==> config.mk <==
export PLATFORM = sky130hd
export DESIGN_NAME = spi_write_engine
export DESIGN_NICKNAME = d
export VERILOG_FILES = /design/src/common/fram_wr_pkg.sv /design/src/spi_write_engine.sv
export SDC_FILE = /design/constraint.sdc
export NUM_CORES = 1
export LEC_CHECK = 0
export ABC_CLOCK_PERIOD_IN_PS = 11240
export BUFFER_PORTS_ARGS = -buffer_cell sky130_fd_sc_hd__buf_2
export CAP_MARGIN = 20
export CORE_UTILIZATION = 35
export CTS_CLUSTER_DIAMETER = 30
export DETAILED_ROUTE_END_ITERATION = 10
export HOLD_SLACK_MARGIN = 0.06
export SYNTH_ARGS = -nofsm -noshare
export SYNTH_HDL_FRONTEND = slang
export SYNTH_SLANG_ARGS = --single-unit
export TNS_END_PERCENT = 20
==> constraint.sdc <==
create_clock -name mclk_i -period 11.24 [get_ports mclk_i]
set_input_delay 3.372 -clock mclk_i [delete_from_list [all_inputs] [get_ports mclk_i]]
set_output_delay 3.372 -clock mclk_i [all_outputs]
set_load 0.005 [all_outputs]
==> src/common/fram_wr_pkg.sv <==
// Constants and types for the serial memory write command path.
// Assumes one 100 MHz system clock that oversamples the serial pins.
package fram_wr_pkg;
    localparam logic [7:0]  OPC_WRITE      = 8'h02;
    localparam logic [7:0]  OPC_DDR_WRITE  = 8'hDE;
    localparam logic [7:0]  OPC_MODE_WRITE = 8'hDA;
    localparam logic [7:0]  OPC_DDR_MODE   = 8'hDD;
    localparam logic [7:0]  OPC_TWO_DATA   = 8'hA2;
    localparam logic [7:0]  OPC_TWO_ADDR   = 8'hA1;
    localparam logic [3:0]  MODE_NIBBLE    = 4'hA;
    localparam logic [7:0]  MODE_DDR_BYTE  = 8'hA5;
    localparam int          ADDR_W         = 21;
    localparam logic [1:0]  ADDR_BYTES     = 2'h3;
    localparam logic [20:0] ADDR_MAX       = 21'h1F_FFFF;
    localparam logic [20:0] ADDR_RST       = 21'h00_0000;
    localparam logic [20:0] ADDR_ONE       = 21'h00_0001;
    localparam int          FIFO_W         = 29;
    localparam int          FIFO_D         = 8;
    localparam logic [3:0]  BYTE_BITS      = 4'h8;
    localparam logic [2:0]  LANE_1         = 3'h1;
    localparam logic [2:0]  LANE_2         = 3'h2;
    localparam logic [2:0]  LANE_4         = 3'h4;

    typedef enum logic [2:0] {
        ST_IDLE, ST_OPC, ST_ADDR, ST_MODE, ST_DATA, ST_IGNORE
    } state_type;
endpackage

==> src/spi_write_engine.sv <==
// Write command decoder for a serial RAM slave, plus its byte FIFO.
// Assumes serial clock well below mclk_i/4 (pins are oversampled) and a
// memory port that drains wr_valid_o/wr_ready_i.
// Notes on behaviour
// - Plain write uses lanes of protocol mode
// - Bytes stream to incrementing addresses until deselect
// - Address 1FFFFF wraps to zero, writing continues
// - Writes execute only with enable latch set
// - Enable latch is never cleared by writes
// - Double-rate write samples address, mode and data on both clock edges
// - Double-rate burst wraps and never stops
// - Single-rate mode byte 1010xxxx enters continuous mode
// - Continuous mode skips opcode on next select
// - Non-Axh mode byte leaves continuous mode
// - Double-rate continuous needs mode byte A5
// - Double-rate mode byte not A5 leaves
// - Two-line data write: data two lanes
// - Two-line data write supports continuous mode
// - Two-line address write: address two lanes
// - Its data on two lanes, MSB line1
// - Two-line address write supports continuous mode
// - Address bits 23 to 21 ignored
// - Protected addresses skipped, address still advances
`timescale 1ns/1ps

module byte_fifo #(
    parameter int W = 8,
    parameter int D = 8
) (
    input  wire logic         mclk_i,
    input  wire logic         sys_rst_i,
    // Fill side
    input  wire logic         in_valid_i,
    output logic              in_ready_o,
    input  wire logic [W-1:0] in_data_i,
    // Drain side
    output logic              out_valid_o,
    input  wire logic         out_ready_i,
    output logic [W-1:0]      out_data_o
);
    localparam int AW = $clog2(D);
    logic [W-1:0] mem [D];
    logic [AW:0]  wr_q;
    logic [AW:0]  rd_q;
    wire          full  = (wr_q[AW] != rd_q[AW]) && (wr_q[AW-1:0] == rd_q[AW-1:0]);
    wire          empty = (wr_q == rd_q);
    wire          push  = in_valid_i && !full;
    wire          pop   = out_ready_i && !empty;

    assign in_ready_o  = !full;
    assign out_valid_o = !empty;
    assign out_data_o  = mem[rd_q[AW-1:0]];

    always_ff @(posedge mclk_i) begin
        if (push) begin
            mem[wr_q[AW-1:0]] <= in_data_i;
        end
    end

    always_ff @(posedge mclk_i or posedge sys_rst_i) begin
        if (sys_rst_i) begin
            wr_q <= '0;
            rd_q <= '0;
        end else begin
            wr_q <= wr_q + (AW+1)'(push);
            rd_q <= rd_q + (AW+1)'(pop);
        end
    end
endmodule

module spi_write_engine
    import fram_wr_pkg::*;
(
    // Clock and reset
    input  wire logic              mclk_i,
    input  wire logic              sys_rst_i,
    // Serial pins, all inputs for writes
    input  wire logic              sck_i,
    input  wire logic              cs_n_i,
    input  wire logic              data_line_0_i,
    input  wire logic              data_line_1_i,
    input  wire logic              data_line_2_i,
    input  wire logic              data_line_3_i,
    // Configuration and status
    input  wire logic              write_enable_latch_i,
    input  wire logic              two_line_protocol_mode_i,
    input  wire logic              four_line_protocol_mode_i,
    input  wire logic              protect_en_i,
    input  wire logic [ADDR_W-1:0] protect_lo_i,
    input  wire logic [ADDR_W-1:0] protect_hi_i,
    output logic                   continuous_mode_o,
    output logic [2:0]             lane_width_o,
    output logic                   overrun_o,
    // Memory write stream
    output logic                   wr_valid_o,
    input  wire logic              wr_ready_i,
    output logic [ADDR_W-1:0]      wr_addr_o,
    output logic [7:0]             wr_data_o
);
    logic [5:0]        s1_q;
    logic [5:0]        s2_q;
    logic [1:0]        s3_q;
    state_type         st_q;
    state_type         st_d;
    logic [7:0]        cmd_q;
    logic [7:0]        cmd_d;
    logic [7:0]        sh_q;
    logic [3:0]        cnt_q;
    logic [1:0]        abyte_q;
    logic [ADDR_W-1:0] addr_q;
    logic [ADDR_W-1:0] addr_d;
    logic              xip_q;
    logic              xip_d;
    logic [7:0]        xcmd_q;
    logic              ovr_q;
    logic [7:0]        sh_d;
    logic              rise_seen_q;

    // Pins pass two flops before anything looks at them
    always_ff @(posedge mclk_i or posedge sys_rst_i) begin
        if (sys_rst_i) begin
            s1_q <= 6'h01;
            s2_q <= 6'h01;
            s3_q <= 2'h1;
        end else begin
            s1_q <= {data_line_3_i, data_line_2_i, data_line_1_i, data_line_0_i,
                     sck_i, cs_n_i};
            s2_q <= s1_q;
            s3_q <= s2_q[1:0];
        end
    end

    wire cs_hi    = s2_q[0];
    wire cs_fall  = !s2_q[0] && s3_q[0];
    wire sck_rise = s2_q[1] && !s3_q[1];
    wire sck_fall = !s2_q[1] && s3_q[1];
    wire [3:0] dl = s2_q[5:2];

    wire ddr_cmd   = (cmd_q == OPC_DDR_WRITE) || (cmd_q == OPC_DDR_MODE);
    wire has_mode  = (cmd_q == OPC_MODE_WRITE) || (cmd_q == OPC_DDR_MODE) ||
                     (cmd_q == OPC_TWO_DATA) || (cmd_q == OPC_TWO_ADDR);
    wire [2:0] pw  = four_line_protocol_mode_i ? LANE_4 :
                     two_line_protocol_mode_i  ? LANE_2 : LANE_1;
    wire in_body   = (st_q == ST_ADDR) || (st_q == ST_MODE) || (st_q == ST_DATA);
    // Falling edges count only for double-rate bodies; mode 0 keeps the first
    // falling edge after select inside the frame
    wire sample    = sck_rise || (sck_fall && ddr_cmd && in_body && rise_seen_q);

    // Trailing fall of the last opcode bit is not data: a fall counts only
    // once the body has had its own rise
    always_ff @(posedge mclk_i or posedge sys_rst_i) begin
        if (sys_rst_i) begin
            rise_seen_q <= 1'b0;
        end else if (cs_hi || cs_fall) begin
            rise_seen_q <= 1'b0;
        end else if (sck_rise && in_body) begin
            rise_seen_q <= 1'b1;
        end
    end

    // Lane width per phase; outside a body the lanes fall back to opcode roles
    wire two_addr  = (cmd_q == OPC_TWO_ADDR) && in_body;
    wire two_data  = (cmd_q == OPC_TWO_DATA) && (st_q == ST_DATA);
    assign lane_width_o = (two_addr || two_data) ? LANE_2 : pw;

    always_comb begin
        sh_d = sh_q;
        if (lane_width_o == LANE_4) begin
            sh_d = {sh_q[3:0], dl[3], dl[2], dl[1], dl[0]};
        end else if (lane_width_o == LANE_2) begin
            sh_d = {sh_q[5:0], dl[1], dl[0]};
        end else begin
            sh_d = {sh_q[6:0], dl[0]};
        end
    end

    wire [3:0] cnt_n     = cnt_q + {1'b0, lane_width_o};
    wire       active    = (st_q != ST_IDLE) && (st_q != ST_IGNORE);
    wire       byte_done = sample && active && (cnt_n == BYTE_BITS);

    wire known_op = (sh_d == OPC_WRITE) || (sh_d == OPC_DDR_WRITE) ||
                    (sh_d == OPC_MODE_WRITE) || (sh_d == OPC_DDR_MODE) ||
                    (sh_d == OPC_TWO_DATA) || (sh_d == OPC_TWO_ADDR);
    wire mode_hit = (cmd_q == OPC_DDR_MODE) ? (sh_d == MODE_DDR_BYTE)
                                            : (sh_d[7:4] == MODE_NIBBLE);
    wire prot     = protect_en_i && (addr_q >= protect_lo_i) && (addr_q <= protect_hi_i);
    wire data_byte = byte_done && (st_q == ST_DATA);
    wire fifo_ready;
    wire push     = data_byte && !prot;

    always_comb begin
        st_d   = st_q;
        cmd_d  = cmd_q;
        addr_d = addr_q;
        xip_d  = xip_q;
        if (cs_hi) begin
            st_d = ST_IDLE;
        end else if (cs_fall) begin
            st_d  = xip_q ? ST_ADDR : ST_OPC;
            cmd_d = xcmd_q;
            // Latch clear: continuous frame ignored, mode kept
            if (xip_q && !write_enable_latch_i) begin
                st_d = ST_IGNORE;
            end
        end else if (byte_done) begin
            case (st_q)
                ST_OPC: begin
                    cmd_d = sh_d;
                    // Latch only read, never cleared here
                    st_d = (known_op && write_enable_latch_i) ? ST_ADDR : ST_IGNORE;
                end
                ST_ADDR: begin
                    // Upper three bits fall off the 21-bit counter
                    addr_d = {addr_q[12:0], sh_d};
                    if (abyte_q == ADDR_BYTES - 2'h1) begin
                        st_d = has_mode ? ST_MODE : ST_DATA;
                    end
                end
                ST_MODE: begin
                    xip_d = mode_hit;
                    st_d  = ST_DATA;
                end
                ST_DATA: begin
                    // Natural 21-bit overflow gives the wrap to zero
                    addr_d = addr_q + ADDR_ONE;
                end
                default: begin
                    st_d = st_q;
                end
            endcase
        end
    end

    always_ff @(posedge mclk_i or posedge sys_rst_i) begin
        if (sys_rst_i) begin
            st_q    <= ST_IDLE;
            cmd_q   <= OPC_WRITE;
            addr_q  <= ADDR_RST;
            xip_q   <= 1'b0;
            xcmd_q  <= OPC_WRITE;
            ovr_q   <= 1'b0;
        end else begin
            st_q   <= st_d;
            cmd_q  <= cmd_d;
            addr_q <= addr_d;
            xip_q  <= xip_d;
            if (st_q == ST_MODE && byte_done) begin
                xcmd_q <= cmd_q;
            end
            ovr_q  <= push && !fifo_ready;
        end
    end

    // Bit and address-byte counters restart on every frame
    always_ff @(posedge mclk_i or posedge sys_rst_i) begin
        if (sys_rst_i) begin
            sh_q    <= 8'h00;
            cnt_q   <= 4'h0;
            abyte_q <= 2'h0;
        end else if (cs_hi || cs_fall || (byte_done && st_q != ST_ADDR)) begin
            sh_q    <= sh_d;
            cnt_q   <= 4'h0;
            abyte_q <= 2'h0;
        end else if (sample && active) begin
            sh_q    <= sh_d;
            cnt_q   <= byte_done ? 4'h0 : cnt_n;
            abyte_q <= abyte_q + 2'(byte_done);
        end
    end

    assign continuous_mode_o = xip_q;
    // The link cannot stall, so a full FIFO loses the byte and says so
    assign overrun_o         = ovr_q;

    byte_fifo #(
        .W (FIFO_W),
        .D (FIFO_D)
    ) u_fifo (
        .mclk_i      (mclk_i),
        .sys_rst_i   (sys_rst_i),
        .in_valid_i  (push),
        .in_ready_o  (fifo_ready),
        .in_data_i   ({addr_q, sh_d}),
        .out_valid_o (wr_valid_o),
        .out_ready_i (wr_ready_i),
        .out_data_o  ({wr_addr_o, wr_data_o})
    );

    property p_wrap;
        @(posedge mclk_i) disable iff (sys_rst_i)
        (data_byte && addr_q == ADDR_MAX && !cs_hi) |=> (addr_q == ADDR_RST);
    endproperty
    a_wrap: assert property (p_wrap) else $error("address did not wrap");

    property p_incr;
        @(posedge mclk_i) disable iff (sys_rst_i)
        (data_byte && !cs_hi) |=> (addr_q == $past(addr_q) + ADDR_ONE);
    endproperty
    a_incr: assert property (p_incr) else $error("address did not advance");

    property p_wel;
        @(posedge mclk_i) disable iff (sys_rst_i)
        (st_q == ST_OPC && byte_done && !cs_hi && !write_enable_latch_i)
            |=> (st_q == ST_IGNORE) [*2];
    endproperty
    a_wel: assert property (p_wel) else $error("write ran with latch clear");

    property p_xip_in;
        @(posedge mclk_i) disable iff (sys_rst_i)
        (st_q == ST_MODE && byte_done && !cs_hi && cmd_q != OPC_DDR_MODE
            && sh_d[7:4] == MODE_NIBBLE) |=> xip_q;
    endproperty
    a_xip_in: assert property (p_xip_in) else $error("Axh did not enter");

    property p_xip_out;
        @(posedge mclk_i) disable iff (sys_rst_i)
        (st_q == ST_MODE && byte_done && !cs_hi && !mode_hit) |=> !xip_q;
    endproperty
    a_xip_out: assert property (p_xip_out) else $error("mode not left");

    property p_ddr_a5;
        @(posedge mclk_i) disable iff (sys_rst_i)
        (st_q == ST_MODE && byte_done && !cs_hi && cmd_q == OPC_DDR_MODE)
            |=> (xip_q == ($past(sh_d) == MODE_DDR_BYTE));
    endproperty
    a_ddr_a5: assert property (p_ddr_a5) else $error("A5 check wrong");

    property p_skip;
        @(posedge mclk_i) disable iff (sys_rst_i)
        (cs_fall && xip_q && write_enable_latch_i) |=> (st_q == ST_ADDR);
    endproperty
    a_skip: assert property (p_skip) else $error("opcode not skipped");

    property p_prot;
        @(posedge mclk_i) disable iff (sys_rst_i)
        data_byte && prot |=> !wr_valid_o || $stable(wr_valid_o) || !$past(fifo_ready);
    endproperty
    a_prot: assert property (p_prot) else $error("protected byte stored");

    property p_lane;
        @(posedge mclk_i) disable iff (sys_rst_i)
        (st_q == ST_DATA && (cmd_q == OPC_TWO_DATA || cmd_q == OPC_TWO_ADDR))
            |-> (lane_width_o == LANE_2);
    endproperty
    a_lane: assert property (p_lane) else $error("two-line width wrong");

    property p_idle;
        @(posedge mclk_i) disable iff (sys_rst_i)
        cs_hi |=> (st_q == ST_IDLE);
    endproperty
    a_idle: assert property (p_idle) else $error("frame not ended");

    c_push: cover property (@(posedge mclk_i) disable iff (sys_rst_i) push);
    c_wrap: cover property (@(posedge mclk_i) disable iff (sys_rst_i)
        data_byte && addr_q == ADDR_MAX);
    c_skip: cover property (@(posedge mclk_i) disable iff (sys_rst_i) cs_fall && xip_q);
    c_ddr:  cover property (@(posedge mclk_i) disable iff (sys_rst_i)
        sck_fall && ddr_cmd && st_q == ST_DATA);
endmodule

==> results of run 1 <==
final cells by class:
cell class	count	area, sq um	area share
Antenna cell	1	2.50	0.000141
Clock buffer	84	1850	0.104
Clock inverter	45	579	0.0326
Inverter	47	178	0.0100
Multi-Input combinational cell	550	4960	0.279
Sequential cell	310	8930	0.503
Tap cell	525	657	0.0370
Timing Repair Buffer	108	596	0.0335
worst min-delay path by stage:
stage                   endpoint  slack [ps]  depth (start not counted)              start
5_1_grt        s2_q[4]$_DFF_PP0_         350                          0  s1_q[4]$_DFF_PP0_
6_report       s2_q[1]$_DFF_PP0_         340                          0  s1_q[1]$_DFF_PP0_
4_1_cts        s2_q[1]$_DFF_PP0_         350                          0  s1_q[1]$_DFF_PP0_
3_3_place_gp   s2_q[4]$_DFF_PP0_         330                          0  s1_q[4]$_DFF_PP0_
3_5_place_dp   s2_q[4]$_DFF_PP0_         340                          0  s1_q[4]$_DFF_PP0_
2_1_floorplan  s2_q[1]$_DFF_PP0_         330                          0  s1_q[1]$_DFF_PP0_
state kept, by name, summed over array words and instances, names as in the netlist:
name,count
overrun_o,1
s1_q,6
u_fifo.rd_q,4
sh_q,7
s2_q,6
rise_seen_q,1
cmd_q,8
s3_q,2
cnt_q,4
u_fifo.mem,232
continuous_mode_o,1
st_q,3
abyte_q,2
addr_q,21
u_fifo.wr_q,4
xcmd_q,8
metrics by stage:
stage | cell area, sq um | setup slack [ps] | cells | hold WS [ps] | util
2_1_floorplan | 14100 | 110 | 954 | 331 | -
4_1_cts | 17700 | 3420 | 1666 | 345 | 0.445
3_3_place_gp | 15300 | 3160 | 1537 | 332 | 0.384
3_5_place_dp | 15300 | 3080 | 1537 | 336 | 0.384
5_1_grt | 17800 | 3310 | 1669 | 353 | 0.446
6_report | 17800 | 3410 | 1670 | 342 | 0.446
cells in the final DEF (no fill, tap or decap), drive strengths merged, types with 16 or more instances in the layout:
cell type,Yosys,final
edfxtp,232,232
buf,14,108
clkbuf,33,84
dfrtp,73,73
mux4,58,58
inv,47,57
ha,51,51
a21oi,50,50
nor2,47,47
mux2,43,43
nand2,37,37
o21ai,37,37
nand3,26,26
nand4,21,21
a21o,18,18
nor3,18,18
clkinv,0,16
where the power goes:
| part | internal, mW | switching (mW) |
|---|---|---|
| logic | 0.276 | 0.284 |
| clock network | 1.42 | 0.643 |
| registers | 1.25 | 0.0361 |
| total | 2.94 | 0.963 |
per-layer routing:
layer / GRT usage / share of wire / wire, um
met1: 0.218 / 0.44 / 14600
met2: 0.264 / 0.48 / 15800
met3: 0.0276 / 0.041 / 1350
met4: 0.0693 / 0.033 / 1090
met5: 0 / 0 / 0
cell families (layout without fill, tap and decap cells):
family,count (synthesis),after routing,synth area share
AOI/OAI and AO/OA,159,159,0.0717
DFF,310,310,0.631
buffers and inverters,94,284,0.0260
xor gates and xnor gates,12,12,0.00743
adders and majority gates,52,52,0.0465
muxes,110,110,0.133
and+or+nand+nor,217,217,0.0842
other,0,1,0
==> results by group, run 1 <==
CTS
  • CTS resizes: 0
  • Hold Buf Count CTS: 0
  • # Post-CTS Setup Buffers: 0
  • Clock Path Buffers: 3
  • CTS tree: done
  • Worst-Skew Late Latency: 550 ps
  • CTS buffer count: 70
  • Reg clk slew, reported paths: around 40 ps
  • Htree depth: 3
  • CTS sink count: between 300 and 400
  • Root buf cell: clkbuf_16

Global routing
  • Initial antenna violation count: 0
  • Vias in the first global route: 9090
  • First-pass GRT wire length: around 52 mm
  • Grt ovf: 0
  • Largest net degree at the start of global routing: between 50 and 60
  • Total GRT Usage: 0.164

Route
  • Starting DRT DRC Count: 640
  • Via count: between 8k and 9k
  • Final WL: roughly 33 mm
  • DR vias/cell: between 5 and 6
  • Initial DRT Pass Iterations: 5
  • Remaining antenna violation count: 0
  • Routed length per placed instance: 19.6 um
  • Remaining DRCs: 0

Outcome
  • Status: complete, no violations

Yosys
  • Most frequent cell after synthesis: edfxtp_1
  • Post-synth EDFFs: about 230
  • Top cells by area, synth: edfxtp_1 49%, dfrtp_1 13%, mux4_2 9.2%
  • Area share of the largest cell type after synthesis: 0.493
  • Post-synth top area cell: edfxtp_1
  • Netlist cell types: 63
  • Synthesized area: ~14000 sq um
  • Post-Syn Instances: 954
  • Total number of yosys warnings: 0
  • FFs w/ async S/R, synth: 0.252
  • Seq/Total Area, Yosys: 0.631
  • #FFs+latches synth: between 300 and 400
  • Top cells by count, synth: 232 x edfxtp_1, 73 x dfrtp_1, 58 x mux4_2
  • Avg Inst Size Synth: ~15 sq um
  • Primary FF master, synth: edfxtp_1
  • Syn_nets: ~1.1k

Critical path
  • R2R setup slack: ~5000 ps
  • R2r worst-path depth: 12
  • CP endpoint kind: output port
  • CP Buf/Inv Count: 2
  • RR Startpoint: st_q[0]$_DFFE_PP0P_
  • CP cell instances: buf_2 > nor2b_1 > or3_1 > buf_2
  • Crit start category: primary input
  • WP data required: approximately 7900 ps
  • CP dominant cell by count: buf_2
  • RR Endpoint: u_fifo.mem[5][0]$_DFFE_PP_
  • Slowest cell on crit path: nor2b_1
  • WP depth: 4
  • Last element of the critical path: lane_width_o[1]
  • WP data arrival: roughly 4500 ps
  • Worst Path Max Fanout: 9
  • Setup CP Type: primary input to output port
  • Top Family by Delay on Critical Path: simple AND/OR/NAND/NOR gates
  • Crit path launch: four_line_protocol_mode_i
  • Critical Path Max Stage Delay: around 480 ps

Power and ir drop
  • Static leakage: slightly above 7 nW
  • Total power: between 3 and 4 mW
  • Worst ir drop on vdd: 0.184 mV
  • P per Cell Area: about 220 nW/um^2

Placed design
  • GP Congestion: ~0.76
  • Port bufs: just under 90
  • HPWL after detailed placement: about 21 mm

STA
  • Slew Viols, Final: 0
  • Slew headroom: 0.275
  • Final setup fails: 0
  • Fin crit share: 0.697
  • Fin crit period: between 7000 and 8000 ps
  • Layout Skew: 16.3 ps
  • Final hold viol count: 0
  • Setup_tns: 0 ps
  • Worst-Margin Slew: between 1000 and 1500 ps
  • F_max: about 0.13 GHz
  • Unrepaired setup endpoints after global routing: false

Finish
  • P&R area growth vs syn: 25.5%
  • Nets@finish: between 1k and 1.5k
  • Layout cells sized above 1: 0.311
  • Fillcell total: roughly 3.5k

Floorplanning
  • Die width: a little over 200 um
  • Io pins: 90
  • Die H: 203 um
  • Number of core rows: 73
  • Die ar.: slightly above 40000 sq um
  • Initial core utilization: 0.355
  • Area of the core: roughly 40000 sq um

Run
  • Number of max-cap violations: 0

Worst hold path
  • HP Class: register to register
No activity file was read; power rests on OpenSTA's default activity.
==> run 2, diff against run 1 <==
--- a/config.mk
+++ b/config.mk
@@ -5,7 +5,7 @@
 export SDC_FILE = /design/constraint.sdc
 export NUM_CORES = 1
 export LEC_CHECK = 0
-export ABC_CLOCK_PERIOD_IN_PS = 11240
+export ABC_CLOCK_PERIOD_IN_PS = 7600
 export BUFFER_PORTS_ARGS = -buffer_cell sky130_fd_sc_hd__buf_2
 export CAP_MARGIN = 20
 export CORE_UTILIZATION = 35
==> constraint.sdc (replaced) <==
create_clock -name mclk_i -period 7.6 [get_ports mclk_i]
set_input_delay 2.28 -clock mclk_i [delete_from_list [all_inputs] [get_ports mclk_i]]
set_output_delay 2.28 -clock mclk_i [all_outputs]
set_load 0.005 [all_outputs]
==> results by group, run 2 (synthesis gave the netlist of run 1 again) <==
Worst hold path
  • HP Class: register to register

STA
  • Final setup fails: 0
  • Slew Viols, Final: 0
  • Layout Skew: approximately 23 ps
  • Fin crit period: slightly below 6000 ps
  • Setup_tns: 0 ps
  • Worst-Margin Slew: 1100 ps
  • Final hold viol count: 0
  • Unrepaired setup endpoints after global routing: false
  • Final WS setup: about 1700 ps
  • Fin crit share: 0.771
  • F_max: roughly 0.17 GHz
  • Slew headroom: 0.267
  • Worst hold slack: about 340 ps

Route
  • Final WL: between 30 and 40 mm
  • Initial DRT Pass Iterations: 5
  • Remaining DRCs: 0
  • DR vias/cell: about 5.3
  • Remaining antenna violation count: 0
  • Via count: between 8k and 9k
  • Routed length per placed instance: slightly above 20 um
  • Starting DRT DRC Count: 605

Critical path
  • CP Buf/Inv Count: 4
  • Worst Path Max Fanout: 21
  • CP endpoint kind: register
  • Setup CP Type: primary input to register
  • Slowest cell on crit path: a2111oi_4
  • CP cell instances: buf_2 > nor2_1 > and3_1 > ha_1 > fa_1 > or3_1 > nor3_1 > buf_4 > nand2_1 > buf_4 > a2111oi_4 > buf_12
  • WP data arrival: roughly 6100 ps
  • Critical Path Max Stage Delay: slightly below 800 ps
  • Top Family by Delay on Critical Path: simple AND/OR/NAND/NOR gates
  • Crit start category: primary input
  • WP data required: roughly 8000 ps
  • CP dominant cell by count: buf_4

CTS
  • Reg clk slew, reported paths: 40 ps
  • CTS tree: done
  • # Post-CTS Setup Buffers: 0
  • CTS sink count: between 300 and 400
  • Htree depth: 3
  • Clock Path Buffers: 3
  • Hold Buf Count CTS: 0
  • Root buf cell: clkbuf_16
  • CTS resizes: 0
  • CTS buffer count: 71
  • Worst-Skew Late Latency: around 580 ps

Finish
  • Most common cell after layout, fill and taps aside: edfxtp_1
  • Most frequent cells in the layout: 232 x edfxtp_1, 89 x buf_2, 71 x dfrtp_1, 71 x clkbuf_16, 58 x mux4_2
  • Nets@finish: 1207
  • Max FFs per register: about 230
  • P&R area growth vs syn: 26.1%
  • Final std cells w/o fill: roughly 1.7k
  • Fillcell total: about 3.6k
  • Diode count: 0
  • Layout cells sized above 1: 0.322

Power and ir drop
  • Combinational Power Share: 0.140
  • Reg power frac: 0.343
  • Switching Share: 0.264
  • Static leakage: 7.18 nW
  • Internal power: approximately 4.2 mW
  • Worst ir drop on vdd: about 0.17 mV
  • Net switching power: roughly 1.5 mW
  • P per Cell Area: 319 nW/um^2
  • Share of total power in the clock network: 0.517

Floorplanning
  • Area of the core: 39800 sq um
  • Number of core rows: 73
  • Die ar.: roughly 41000 sq um
  • Die H: between 200 and 250 um
  • Io pins: 90
  • Die width: about 200 um
  • Initial core utilization: 0.355

Placed design
  • Post-placement cell count: 1549
  • GP Congestion: 0.783
  • Port bufs: 89
  • HPWL after detailed placement: about 22 mm
  • Pre-CTS setup slack: ~1200 ps

Global routing
  • Global route hottest layer: met2
  • Met2 Use GR: 0.280
  • Vias in the first global route: 9162
  • Largest net degree at the start of global routing: 62
  • Total GRT Usage: 0.172
  • Initial antenna violation count: 1
  • M3 GR Usage: 0.0356
  • Grt ovf: 0
  • Met1 usage: 0.226
  • First-pass GRT wire length: between 50 and 60 mm

Run
  • Number of max-cap violations: 0

Outcome
  • Status: complete, no violations
[run 2: cell count changes in the layout (fill, tap and decap cells not counted), moves of 2 or more]
cell | previous run | this run
clkinv_8 | 0 | 2
inv_6 | 10 | 4
clkinv_2 | 10 | 12
inv_16 | 1 | 5
buf_12 | 0 | 3
clkinv_4 | 2 | 8
buf_4 | 18 | 26
bufinv_16 | 10 | 3
clkbuf_8 | 5 | 7
[run 2: area by class of cell]
| cell class | instances | area [sq um] | area share |
|---|---|---|---|
| Clock buffer | 86 | 1900 | 0.107 |
| Clock inverter | 46 | 477 | 0.0267 |
| Inverter | 47 | 178 | 0.00997 |
| Multi-Input combinational cell | 550 | 4970 | 0.279 |
| Sequential cell | 310 | 8930 | 0.501 |
| Tap cell | 525 | 657 | 0.0368 |
| Timing Repair Buffer | 120 | 713 | 0.0400 |
[run 2: power groups by stage]
stage,registers (mW),clock network (mW),logic [mW]
after detailed placement,1.98,0,0.818
after CTS,1.95,2.99,0.824
after global placement,1.98,0,0.817
after floorplan,1.89,0,0.607
after global routing,1.96,3.09,0.870
final,1.95,2.94,0.798
[run 2: final timing paths]
kind	startpoint	depth (start not counted)	end	slack (ps)
max	four_line_protocol_mode_i	12	u_fifo.mem[7][26]$_DFFE_PP_	1740
min	s1_q[5]$_DFF_PP0_	0	s2_q[5]$_DFF_PP0_	340
max reg2reg	st_q[0]$_DFFE_PP0P_	13	u_fifo.mem[7][26]$_DFFE_PP_	1810
min reg2reg	s1_q[5]$_DFF_PP0_	0	s2_q[5]$_DFF_PP0_	340
max in group asynchronous	sys_rst_i	3	u_fifo.rd_q[0]$_DFF_PP0_	4690
min in group asynchronous	sys_rst_i	2	s1_q[1]$_DFF_PP0_	1740
[run 2: layer usage]
layer	vias to the layer above	routed length, um
li1	4053	-
met1	4546	15100
met2	251	16900
met3	59	1660
met4	0	714
met5	-	0
[run 2: stage by stage]
step | power (mW) | cell area, sq um | utilization
floorplan | 2.50 | 14100 | -
global placement | 2.80 | 15400 | 0.387
detailed placement | 2.80 | 15400 | 0.387
CTS | 5.77 | 17800 | 0.447
global route | 5.92 | 17800 | 0.448
finish | 5.69 | 17800 | 0.448
